**src/core/spcg_pkg.sv**
```systemverilog
/*
 serial port clock generator package: register offsets, field positions,
 reset values, mode encodings and the bus request carrier.
 assumes an apb slave of 32-bit data on a 200 MHz clock.
*/
`default_nettype none
package spcg_pkg;
    localparam logic [7:0] SPCG_OFS_CTRL = 8'h00;
    localparam logic [7:0] SPCG_OFS_DIV_LOW = 8'h04;
    localparam logic [7:0] SPCG_OFS_DIV_HIGH = 8'h08;
    localparam logic [7:0] SPCG_OFS_STATUS = 8'h0C;
    localparam int SPCG_BIT_SYNC_SEL = 0;
    localparam int SPCG_BIT_DOUBLE = 1;
    localparam int SPCG_BIT_PIN_DIR = 2;
    localparam int SPCG_BIT_POLARITY = 3;
    localparam int SPCG_BIT_POWER_RED = 4;
    localparam logic [4:0] SPCG_CTRL_RST = 5'h10;
    localparam logic [11:0] SPCG_DIV_RST = 12'h000;
    localparam logic [11:0] SPCG_CNT_RST = 12'h000;
    localparam int SPCG_SYNC_STAGES = 2;
    localparam int SPCG_DIV_NORMAL = 16;
    localparam int SPCG_DIV_DOUBLE = 8;
    localparam int SPCG_DIV_SYNC = 2;

    typedef enum logic [3:0] {
        SPCG_MODE_ASYNC = 4'b0001,
        SPCG_MODE_DOUBLE = 4'b0010,
        SPCG_MODE_MASTER = 4'b0100,
        SPCG_MODE_SLAVE = 4'b1000
    } spcg_mode_t;

    typedef struct packed {
        logic psel;
        logic penable;
        logic pwrite;
        logic [7:0] paddr;
        logic [31:0] pwdata;
    } spcg_apb_req_t;
endpackage
`default_nettype wire

```
**src/core/spcg_clock_gen.sv**
```systemverilog
/*
 clock generation unit of the serial port: baud generator, slave clock sync,
 transmit/receive base clocks and transfer clock pin control, apb registers.
 assumes an apb master on I_CLK and the transfer clock pin driven outside.
*/
`default_nettype none
module spcg_clock_gen
    import spcg_pkg::*;
#(
    parameter int DIV_WIDTH = 12
)
(
    input wire logic I_CLK,
    input wire logic I_RST_N,
    input wire logic I_PSEL,
    input wire logic I_PENABLE,
    input wire logic I_PWRITE,
    input wire logic [7:0] I_PADDR,
    input wire logic [31:0] I_PWDATA,
    output logic [31:0] O_PRDATA,
    output logic O_PREADY,
    output logic O_PSLVERR,
    input wire logic I_XCK_IN,
    output logic O_XCK_OUT,
    output logic O_XCK_OE,
    output logic O_TXCLK,
    output logic O_RXCLK,
    output logic O_CHANGE_EDGE,
    output logic O_SAMPLE_EDGE
);
    initial
    begin
        if (DIV_WIDTH != 12)
        begin
            $error("divisor width must be 12");
        end
        if (SPCG_SYNC_STAGES != 2)
        begin
            $error("synchroniser must have two stages");
        end
    end

    typedef struct packed {
        logic [4:0] ctrl;
        logic [DIV_WIDTH-1:0] div;
        logic [DIV_WIDTH-1:0] cnt;
        logic [SPCG_SYNC_STAGES-1:0] xsync;
        logic xprev;
        logic [3:0] txdiv;
        logic [3:0] rxstate;
        logic xck_out;
        logic xck_oe;
        logic txclk;
        logic rxclk;
        logic change_edge;
        logic sample_edge;
        logic [31:0] prdata;
        logic pready;
        logic pslverr;
    } spcg_state_t;

    spcg_state_t st_ff;
    spcg_state_t nxt_st;
    spcg_apb_req_t req;
    spcg_mode_t mode;
    logic gen_pulse;
    logic ext_rise;
    logic ext_fall;
    logic clk_rise;
    logic clk_fall;
    logic [3:0] tx_last;
    logic [3:0] rx_last;

    function automatic logic [3:0] last_count(input spcg_mode_t m);
        case (m)
            SPCG_MODE_ASYNC: last_count = 4'(SPCG_DIV_NORMAL - 1);
            SPCG_MODE_DOUBLE: last_count = 4'(SPCG_DIV_DOUBLE - 1);
            default: last_count = 4'(SPCG_DIV_SYNC - 1);
        endcase
    endfunction

    assign req = '{psel: I_PSEL, penable: I_PENABLE, pwrite: I_PWRITE,
                   paddr: I_PADDR, pwdata: I_PWDATA};

    always_comb
    begin
        if (!st_ff.ctrl[SPCG_BIT_SYNC_SEL])
        begin
            mode = st_ff.ctrl[SPCG_BIT_DOUBLE] ? SPCG_MODE_DOUBLE : SPCG_MODE_ASYNC;
        end
        else if (st_ff.ctrl[SPCG_BIT_PIN_DIR])
        begin
            mode = SPCG_MODE_MASTER;
        end
        else
        begin
            mode = SPCG_MODE_SLAVE;
        end
    end

    assign tx_last = last_count(mode);
    assign rx_last = last_count(mode);
    assign gen_pulse = (st_ff.cnt == '0) && (mode != SPCG_MODE_SLAVE)
        && !st_ff.ctrl[SPCG_BIT_POWER_RED];
    assign ext_rise = st_ff.xsync[1] && !st_ff.xprev;
    assign ext_fall = !st_ff.xsync[1] && st_ff.xprev;

    always_comb
    begin
        nxt_st = st_ff;
        nxt_st.pready = 1'b0;
        nxt_st.pslverr = 1'b0;
        nxt_st.txclk = 1'b0;
        nxt_st.rxclk = 1'b0;
        nxt_st.change_edge = 1'b0;
        nxt_st.sample_edge = 1'b0;
        clk_rise = 1'b0;
        clk_fall = 1'b0;
        // synchroniser samples the pin in every mode, edge history kept only in slave mode
        nxt_st.xsync = {st_ff.xsync[0], I_XCK_IN};
        nxt_st.xprev = (mode == SPCG_MODE_SLAVE) ? st_ff.xsync[1] : 1'b0;
        // baud down-counter
        if (st_ff.cnt == '0)
        begin
            nxt_st.cnt = st_ff.div;
        end
        else
        begin
            nxt_st.cnt = st_ff.cnt - 1'b1;
        end
        // clocks per mode
        if (st_ff.ctrl[SPCG_BIT_POWER_RED])
        begin
            nxt_st.txdiv = '0;
            nxt_st.rxstate = '0;
        end
        else if (mode == SPCG_MODE_SLAVE)
        begin
            clk_rise = ext_rise;
            clk_fall = ext_fall;
            nxt_st.txclk = ext_rise | ext_fall;
            nxt_st.rxclk = ext_rise | ext_fall;
        end
        else if (gen_pulse)
        begin
            nxt_st.rxclk = 1'b1;
            nxt_st.rxstate = (st_ff.rxstate >= rx_last) ? 4'h0 : st_ff.rxstate + 4'h1;
            if (st_ff.txdiv >= tx_last)
            begin
                nxt_st.txdiv = 4'h0;
                nxt_st.txclk = 1'b1;
            end
            else
            begin
                nxt_st.txdiv = st_ff.txdiv + 4'h1;
            end
            if (mode == SPCG_MODE_MASTER)
            begin
                nxt_st.xck_out = ~st_ff.xck_out;
                clk_rise = !st_ff.xck_out;
                clk_fall = st_ff.xck_out;
            end
        end
        // pin drive only in master mode
        nxt_st.xck_oe = (mode == SPCG_MODE_MASTER)
            && !st_ff.ctrl[SPCG_BIT_POWER_RED];
        if (mode != SPCG_MODE_MASTER)
        begin
            nxt_st.xck_out = 1'b0;
        end
        if (mode == SPCG_MODE_MASTER || mode == SPCG_MODE_SLAVE)
        begin
            nxt_st.change_edge = st_ff.ctrl[SPCG_BIT_POLARITY] ? clk_fall : clk_rise;
            nxt_st.sample_edge = st_ff.ctrl[SPCG_BIT_POLARITY] ? clk_rise : clk_fall;
        end
        // apb slave, answer one cycle after access phase starts
        if (req.psel && req.penable && !st_ff.pready)
        begin
            nxt_st.pready = 1'b1;
            nxt_st.prdata = '0;
            if (req.paddr == SPCG_OFS_CTRL)
            begin
                nxt_st.prdata = {27'h000_0000, st_ff.ctrl};
            end
            else if (req.paddr == SPCG_OFS_DIV_LOW)
            begin
                nxt_st.prdata = {24'h00_0000, st_ff.div[7:0]};
            end
            else if (req.paddr == SPCG_OFS_DIV_HIGH)
            begin
                nxt_st.prdata = {28'h000_0000, st_ff.div[DIV_WIDTH-1:8]};
            end
            else if (req.paddr == SPCG_OFS_STATUS)
            begin
                nxt_st.prdata = {16'h0000, mode, st_ff.rxstate, st_ff.txdiv,
                    st_ff.xck_out, st_ff.xck_oe, st_ff.xsync[1], gen_pulse};
            end
            else
            begin
                nxt_st.pslverr = 1'b1;
            end
        end
        // writes land at the edge where the master sees pready
        if (req.psel && req.penable && req.pwrite && st_ff.pready)
        begin
            if (req.paddr == SPCG_OFS_CTRL)
            begin
                nxt_st.ctrl = req.pwdata[4:0];
            end
            else if (req.paddr == SPCG_OFS_DIV_LOW)
            begin
                nxt_st.div[7:0] = req.pwdata[7:0];
                nxt_st.cnt = {st_ff.div[DIV_WIDTH-1:8], req.pwdata[7:0]};
            end
            else if (req.paddr == SPCG_OFS_DIV_HIGH)
            begin
                nxt_st.div[DIV_WIDTH-1:8] = req.pwdata[3:0];
            end
        end
    end

    always_ff @(posedge I_CLK or negedge I_RST_N)
    begin
        if (!I_RST_N)
        begin
            st_ff <= '0;
            st_ff.ctrl <= SPCG_CTRL_RST;
            st_ff.div <= SPCG_DIV_RST;
            st_ff.cnt <= SPCG_CNT_RST;
        end
        else
        begin
            st_ff <= nxt_st;
        end
    end

    assign O_PRDATA = st_ff.prdata;
    assign O_PREADY = st_ff.pready;
    assign O_PSLVERR = st_ff.pslverr;
    assign O_XCK_OUT = st_ff.xck_out;
    assign O_XCK_OE = st_ff.xck_oe;
    assign O_TXCLK = st_ff.txclk;
    assign O_RXCLK = st_ff.rxclk;
    assign O_CHANGE_EDGE = st_ff.change_edge;
    assign O_SAMPLE_EDGE = st_ff.sample_edge;

    AST_ASYNC_NO_PIN: assert property (@(posedge I_CLK) disable iff (!I_RST_N)
        !st_ff.ctrl[SPCG_BIT_SYNC_SEL] |=> !O_XCK_OE)
        else $error("pin driven in async mode");
    AST_RELOAD_AT_ZERO: assert property (@(posedge I_CLK) disable iff (!I_RST_N)
        (st_ff.cnt == '0 && !(req.psel && req.penable && req.pwrite))
        |=> st_ff.cnt == $past(st_ff.div))
        else $error("counter did not reload");
    AST_COUNT_DOWN: assert property (@(posedge I_CLK) disable iff (!I_RST_N)
        (st_ff.cnt != '0 && !(req.psel && req.penable))
        |=> st_ff.cnt == $past(st_ff.cnt) - 1'b1)
        else $error("counter did not decrement");
    AST_SLAVE_NO_GEN: assert property (@(posedge I_CLK) disable iff (!I_RST_N)
        mode == SPCG_MODE_SLAVE |-> !gen_pulse)
        else $error("generator active in slave mode");
    AST_DOUBLE_ASYNC_ONLY: assert property (@(posedge I_CLK) disable iff (!I_RST_N)
        st_ff.ctrl[SPCG_BIT_SYNC_SEL] |-> mode != SPCG_MODE_DOUBLE)
        else $error("double speed used in sync mode");
    AST_TX_DIV_RANGE: assert property (@(posedge I_CLK) disable iff (!I_RST_N)
        gen_pulse |=> st_ff.txdiv <= $past(tx_last))
        else $error("transmit divider out of range");

    AST_RX_EACH_PULSE: assert property (@(posedge I_CLK) disable iff (!I_RST_N)
        gen_pulse |=> O_RXCLK)
        else $error("receiver tick missing");

    AST_POWER_QUIET: assert property (@(posedge I_CLK) disable iff (!I_RST_N)
        st_ff.ctrl[SPCG_BIT_POWER_RED] |=> !O_TXCLK && !O_RXCLK)
        else $error("clocks run while power reduced");

    AST_LOW_WRITE_RELOAD: assert property (@(posedge I_CLK) disable iff (!I_RST_N)
        (req.psel && req.penable && req.pwrite && st_ff.pready
         && req.paddr == SPCG_OFS_DIV_LOW) |=> st_ff.cnt[7:0] == $past(req.pwdata[7:0]))
        else $error("low write did not reload counter");

    AST_HIGH_WRITE: assert property (@(posedge I_CLK) disable iff (!I_RST_N)
        (req.psel && req.penable && req.pwrite && st_ff.pready
         && req.paddr == SPCG_OFS_DIV_HIGH) |=> st_ff.div[11:8] == $past(req.pwdata[3:0]))
        else $error("high divisor bits not written");

    AST_SLAVE_NO_DRIVE: assert property (@(posedge I_CLK) disable iff (!I_RST_N)
        mode == SPCG_MODE_SLAVE |=> !O_XCK_OE)
        else $error("pin driven in slave mode");

    AST_ASYNC_NO_EDGES: assert property (@(posedge I_CLK) disable iff (!I_RST_N)
        !st_ff.ctrl[SPCG_BIT_SYNC_SEL] |=> !O_CHANGE_EDGE && !O_SAMPLE_EDGE)
        else $error("data edges in async mode");

    AST_MASTER_CHANGE_RISE: assert property (@(posedge I_CLK) disable iff (!I_RST_N)
        (mode == SPCG_MODE_MASTER && gen_pulse && !st_ff.ctrl[SPCG_BIT_POLARITY]
         && !st_ff.xck_out) |=> O_CHANGE_EDGE && !O_SAMPLE_EDGE)
        else $error("change edge not on rising clock");
    AST_MASTER_TOGGLE: assert property (@(posedge I_CLK) disable iff (!I_RST_N)
        (mode == SPCG_MODE_MASTER && gen_pulse && $stable(mode))
        |=> O_XCK_OUT != $past(O_XCK_OUT))
        else $error("master clock did not toggle");
    AST_SLAVE_EDGE: assert property (@(posedge I_CLK) disable iff (!I_RST_N)
        (mode == SPCG_MODE_SLAVE && $stable(mode) && !st_ff.ctrl[SPCG_BIT_POWER_RED]
         && (ext_rise || ext_fall)) |=> O_TXCLK && O_RXCLK)
        else $error("slave edge not passed on");
endmodule
`default_nettype wire

```
**config.mk**
```make
export PLATFORM = sky130hd
export DESIGN_NAME = spcg_clock_gen
export DESIGN_NICKNAME = d
export VERILOG_FILES = /design/src/core/spcg_pkg.sv /design/src/core/spcg_clock_gen.sv
export SDC_FILE = /design/constraint.sdc
export NUM_CORES = 1
export LEC_CHECK = 0
export ABC_AREA = 1
export BUFFER_PORTS_ARGS = -buffer_cell sky130_fd_sc_hd__buf_2
export CORE_AREA = 5 5 84 86
export DETAILED_ROUTE_END_ITERATION = 10
export DIE_AREA = 0 0 89 91
export PLACE_DENSITY = 0.81
export SLEW_MARGIN = 20
export SYNTH_ARGS = -nofsm -noshare
export SYNTH_HDL_FRONTEND = slang
export SYNTH_SLANG_ARGS = --single-unit
```
**constraint.sdc**
```tcl
create_clock -name I_CLK -period 4.1 [get_ports I_CLK]
set_input_delay 0.41 -clock I_CLK [delete_from_list [all_inputs] [get_ports I_CLK]]
set_output_delay 0.41 -clock I_CLK [all_outputs]
set_load 0.05 [all_outputs]
```
==> impl_results.md, run 1 <==
- Post-synth EDFFs: 0
- Drt first pass iters: 5
- Commonest cells after routing, fill and taps aside: nand2_1, dfrtp_1, buf_2
- Cell internal pwr: 1.33 mW
- Total track usage: 20.4%
- Switching share of power: 34.7%
- Worst r2r path cells: 6
- Yosys warns: 0
- First-pass GRT wire length: 12700 um
- Postcts setup bufs: 0
- Peak supply drop: 0.335 mV
- Die W: 89 um
- Die footprint: 8100 um^2
- Crit path launch type: flip-flop
- Crit share post-route: 43.6%
- Crit path capture type: flip-flop
- Post-synth top area cell: dfrtp_1
- Tot Pwr: 2.03 mW
- R2R Setup Slk: 2310 ps
- Global route overflow: 0
- Worst-margin pin slew: 867 ps
- Total clock sinks: 64
- Critical path class: reg -> reg
- Setup_tns: 0 ps
- Pwr dens: 528 nW/um^2
- Remaining antenna violation count: 0
- Status: completed
- Switching pwr: 705 uW
- Initial core utilization: 56.6%
- Req. time, crit path: 4340 ps
- Non-filler instance count after layout: 531
- Fin. max-slew vios: 0
- Routed WL: 7830 um
- Htree depth: 3
- Relative slew slack: 42.2%
- RSZ-0062 raised after global routing: no
- Core box area: 6200 um^2
- Comb pwr share: 27.3%
- Critical path peak fanout: 21
- Placed cell count: 516
- Post-DP HPWL: 5680 um
- Starting DRT DRC Count: 225
- Clk pin slew, worst setup/hold paths: 70 ps
- Clock Latency Late Sink: 350 ps
- Reg2Reg Capture Point: O_PRDATA[4]
- Rows: 29
- Post-synthesis sequential area ratio: 45.7%
- Routed vias/inst: 5.30
- Synth Register Bits: 64
- Commonest non-fill, non-tap cell in the layout: nand2_1
- Reg-to-reg critical path startpoint: O_PREADY
- Worst Clk Skew: 9.16 ps
- Worst hold slack: 166 ps
- Endpoints failing setup: 0
- Max_cap viols: 0
- Detailed-route wire length per cell: 14.7 um
- Hold buffer count at cts: 0
- Fmax: 560 MHz
- Layout cells sized above 1: 20.5%
- Largest cells by area after synthesis: dfrtp_1, nand2_1, buf_4
- Leakage: 1.95 nW
- Total number of vias: 2816
- Post-synth ARST share: 100%
- Mapped Cells: 417
- DRC Markers: 0
- CTS Buf Count: 9
- Ant diodes: 0
- Worst hold path type: in -> async
- Largest net degree at the start of global routing: 41
- Mapped cell area: 3510 um^2
- Chip height: 91 um
- Syn Area/Cell: 8.42 um^2
- Post-CTS resize count: 0
- Routability Congestion: 0.905
- Top FF cell, synth: dfrtp_1
- Endpoints failing hold: 0
- Number of global-route vias before repair: 2628
- I/O pin count: 86
- Yosys top cell area share: 44.9%
- Synth unique cells: 35
- CP arrival: 2020 ps
- Area grow syn2layout: 9.62%
- Seq pwr share: 40.3%
- Nets@finish: 504
- Initial antenna violation count: 0
- CTS tree: built
- Root buffer cell: clkbuf_8
- Port bufs: 45
- Max Buffers Root-to-Sink: 2
- Minimum clock period: 1790 ps
- Clock share of power: 32.4%
## registers in the layout (all words and copies together) (netlist names)
name	cells
O_RXCLK	1
O_PREADY	1
O_SAMPLE_EDGE	1
O_PSLVERR	1
nxt_st	1
st_ff	39
O_PRDATA	16
O_XCK_OE	1
O_CHANGE_EDGE	1
O_XCK_OUT	1
O_TXCLK	1
## power groups by stage
stage / Combinational (mW) / Clock, mW / Sequential [mW]
finish: 0.554 / 0.658 / 0.820
global route: 0.616 / 0.692 / 0.831
CTS: 0.554 / 0.661 / 0.818
detailed placement: 0.545 / 0 / 0.828
global placement: 0.520 / 0 / 0.824
floorplan: 0.458 / 0 / 0.811
## Yosys cell counts, types with 4 or more instances
cell type and number:
ha_1 8, o21ai_2 6, inv_1 38, inv_2 7, nand3_1 26, clkbuf_1 4, nor2_2 4, nor2_1 35
o21ai_0 22, nand2_1 82, o31ai_1 7, a21oi_1 23, o21ai_1 14, buf_4 32, xnor2_1 5, nand2_2 6
dfrtp_1 63, nand4_1 6, xor2_1 8
## worst max-delay path by stage
stage                   from          end  slack (ps)  cells after the start
floorplan           O_PREADY    st_ff[55]        2500                      8
global placement      I_PSEL  O_PRDATA[4]        2200                      8
detailed placement    I_PSEL  O_PRDATA[4]        2180                      8
CTS                 O_PREADY  O_PRDATA[4]        2310                      6
global route        O_PREADY  O_PRDATA[4]        2080                      6
finish              O_PREADY  O_PRDATA[4]        2310                      6
## metrics by stage
step	util (%)	instance area, um^2	setup slack (ps)
3_3_place_gp	58.2	3610	2200
6_report	62.0	3850	2310
3_5_place_dp	58.2	3610	2180
2_1_floorplan	-	3570	2500
4_1_cts	62.0	3850	2310
5_1_grt	62.0	3850	2080
## critical path, cell delays in order (launching register included)
cell and delay [ps]:
dfrtp_1 400, inv_1 60, nand2_1 360, inv_1 510
nand3_1 120, a21oi_1 170, nor2_1 60
## logic make-up (layout without fill, tap and decap cells)
kind of cell    Yosys count  in the layout  share of synthesized area [%]
fa+ha+maj                 8              8                           2.85
xor+xnor                 13             13                           3.24
simple gates            172            172                           23.3
compound gates           75             75                           12.0
buf+inv                  84            106                           12.9
flops                    64             64                           45.7
other cells               1             16                          0.107
## area by class of cell
class                      count  area [um^2]
clock buffer                  12          145
clock inverter                 3         90.1
inverter                      45          169
tap                           77         96.3
fill                         522         2360
sequential                    64         1600
timing repair buffer          46          233
multi-input combinational    284         1510
## per-layer routing
metal / share of wire (%) / vias to the layer above / GRT usage, % / wire (um)
li1: - / 1370 / - / -
met1: 41 / 1320 / 26.3 / 3250
met2: 49 / 107 / 33.6 / 3860
met3: 7.1 / 19 / 4.71 / 556
met4: 2.1 / 0 / 7.20 / 167
met5: 0 / - / 0 / 0
Note: power is estimated with default switching activity, not from simulation.
==> run 2: changes to the inputs <==
--- a/config.mk
+++ b/config.mk
@@ -7,10 +7,10 @@
 export LEC_CHECK = 0
 export ABC_AREA = 1
 export BUFFER_PORTS_ARGS = -buffer_cell sky130_fd_sc_hd__buf_2
-export CORE_AREA = 5 5 84 86
+export CORE_AREA = 5 5 87 89
 export DETAILED_ROUTE_END_ITERATION = 10
-export DIE_AREA = 0 0 89 91
-export PLACE_DENSITY = 0.81
+export DIE_AREA = 0 0 92 94
+export PLACE_DENSITY = 0.76
 export SLEW_MARGIN = 20
 export SYNTH_ARGS = -nofsm -noshare
 export SYNTH_HDL_FRONTEND = slang
==> constraint.sdc (replaced) <==
create_clock -name I_CLK -period 1.8 [get_ports I_CLK]
set_input_delay 0.18 -clock I_CLK [delete_from_list [all_inputs] [get_ports I_CLK]]
set_output_delay 0.18 -clock I_CLK [all_outputs]
set_load 0.05 [all_outputs]
==> run 2 against run 1 <==
Final cell count up 2.1%. Non-clock buffer count up 7. Count of clock-buffer cells in the layout down 3. Clock skew down 2.8 ps. Via count about the same. Sequential cell count unchanged. Highest routed layer unchanged. Sequential share of layout area down 0.72 points. Clock power up 110%. Critical endpoint is now st_ff[47].
==> impl_results.md, run 2 (synthesis gave the netlist of run 1 again) <==
- Max_cap viols: 0 (unchanged)
- Clk pin slew, worst setup/hold paths: 80 ps (about the same)
- Detailed-route wire length per cell: 14.3 um (-2.7%)
- Crit path launch type: flip-flop
- Endpoints failing setup: 0 (unchanged)
- Fmax: 599 MHz (+6.9%)
- Fin. max-slew vios: 0 (unchanged)
- Post-DP HPWL: 5760 um (+1.5%)
- Crit share post-route: 92.8% (+49 points)
- Area grow syn2layout: 11.5%
- Largest net degree at the start of global routing: 47 (+15%)
- CTS tree: built
- Req. time, crit path: 2090 ps (-2250 ps)
- Worst hold path type: in -> reg
- Clock share of power: 30.7% (-1.7 points)
- Root buffer cell: clkbuf_8
- Total clock sinks: 64 (unchanged)
- First-pass GRT wire length: 13000 um (+2.2%)
- Setup_tns: 0 ps (unchanged)
- Status: completed
- Worst setup margin: 129 ps (-2180 ps)
- Initial antenna violation count: 0 (unchanged)
- Place WS: 103 ps (-2070 ps)
- Initial core utilization: 52.5% (-4.0 points)
- Max FFs per register: 39 (unchanged)
- # fillers: 609 (+17%)
- Reg-to-reg critical path startpoint: st_ff[75]
- Global route overflow: 0 (unchanged)
- Commonest non-fill, non-tap cell in the layout: nand2_1
- Routed vias/inst: 5.19 (-2.1%)
- HP Start: I_PWDATA[7]
- Starting DRT DRC Count: 162 (-28%)
- Die W: 92 um (+3.4%)
- Reg2Reg Capture Point: st_ff[47]
- CP arrival: 1960 ps (-60 ps)
- Pwr dens: 1150 nW/um^2 (+120%)
- Drt first pass iters: 4 (-1)
- Port bufs: 45 (unchanged)
- Worst r2r path cells: 5 (-1)
- Critical path class: reg -> reg
- Commonest cells after routing, fill and taps aside: nand2_1, dfrtp_1, buf_2
- Minimum clock period: 1670 ps (-116 ps)
- Routability Congestion: 0.877 (-3.1%)
- Comb pwr share: 27.8% (+0.5 points)
- Die footprint: 8650 um^2 (+6.8%)
- Switching share of power: 36.4% (+1.7 points)
- Critical path peak fanout: 5 (-76%)
- Switching pwr: 1.63 mW (+130%)
- Cell internal pwr: 2.86 mW (+120%)
- Total number of vias: 2814 (-0.071%)
- Peak supply drop: 0.654 mV (+95%)
- Rows: 30 (+3.4%)
- Layout cells sized above 1: 22.5% (+2.0 points)
- Chip height: 94 um (+3.3%)
- Number of global-route vias before repair: 2773 (+5.5%)
- Worst Clk Skew: 6.37 ps (-2.79 ps)
- RSZ-0062 raised after global routing: no
- Worst Hold End: st_ff[70]
- Ant diodes: 0 (unchanged)
- Core box area: 6680 um^2 (+7.7%)
- Clock Latency Late Sink: 360 ps (about the same)
- R2R Setup Slk: 130 ps (-2180 ps)
- Crit path capture type: flip-flop
- Endpoints failing hold: 0 (unchanged)
- I/O pin count: 86 (unchanged)
- Hold Path Depth: 3
- Biggest register: st_ff
- Remaining antenna violation count: 0 (unchanged)
- Htree depth: 3 (unchanged)
- Nets@finish: 511 (+1.4%)
- Max Buffers Root-to-Sink: 2 (unchanged)
- Total track usage: 19.5% (-0.97 points)
- Postcts setup bufs: 0 (unchanged)
- CTS Buf Count: 9 (unchanged)
- DRC Markers: 0 (unchanged)
- Routed WL: 7780 um (-0.65%)
- Leakage: 1.98 nW (+1.1%)
- Seq pwr share: 41.5% (+1.2 points)
[run 2: cell types whose count changed in the layout (fill, tap and decap cells not counted), moves of 2 or more]
cell           before  now
buf_4               1    5
clkinvlp_4          0    3
clkbuf_1            2    0
dlygate4sd3_1       0    2
[run 2: power groups by stage]
stage               clock network, mW  logic (mW)  registers [mW]
floorplan                           0        1.04            1.85
global placement                    0        1.20            1.88
detailed placement                  0        1.23            1.88
CTS                              1.40        1.25            1.86
global route                     1.47        1.41            1.90
finish                           1.38        1.25            1.87
[run 2: through the flow]
| stage | cell area (um^2) | utilization [%] | instances | hold WS [ps] | power (mW) |
|---|---|---|---|---|---|
| detailed placement | 3670 | 54.9 | 524 | 157 | 3.12 |
| finish | 3920 | 58.6 | 542 | 52.7 | 4.50 |
| global placement | 3670 | 54.9 | 524 | 150 | 3.07 |
| CTS | 3910 | 58.5 | 542 | 43.2 | 4.51 |
| floorplan | 3570 | - | 432 | -116 | 2.89 |
| global route | 3920 | 58.6 | 542 | 60.5 | 4.78 |
[run 2: worst max path at each step]
stage                            to  cells after the start      start
after floorplan           st_ff[55]                      8   O_PREADY
after global placement      O_TXCLK                      6  st_ff[75]
after detailed placement  st_ff[47]                      5  st_ff[75]
after CTS                 st_ff[47]                      5  st_ff[75]
after global routing      st_ff[54]                      9  st_ff[52]
final                     st_ff[47]                      5  st_ff[75]
[run 2: layer usage]
metal	global-route usage, %	share of wire, %
met3	4.57	6.1
met4	10.3	2.7
met1	23.6	43
met5	0	0
met2	32.3	48
[run 2: final cells by class]
type	instances	area (um^2)	share of cell area (%)
sequential	64	1600	40.9
inverter	45	169	4.31
multi-input combinational	284	1520	38.8
timing repair buffer	53	303	7.73
clock buffer	9	124	3.16
tap	80	100	2.56
clock inverter	7	96.3	2.46
[run 2: worst max-delay path: stages (launching register included)]
cell     delay [ps]
dfrtp_1         430
or2_2           350
ha_1            300
a31oi_2         270
nand2_2         130
o21ai_2         120
[run 2: what timing repair did]
item	CTS	global route
endpoints found under the hold margin	19	0
gates resized for setup	0	3
hold buffers	2	0
setup endpoints to repair	0	5
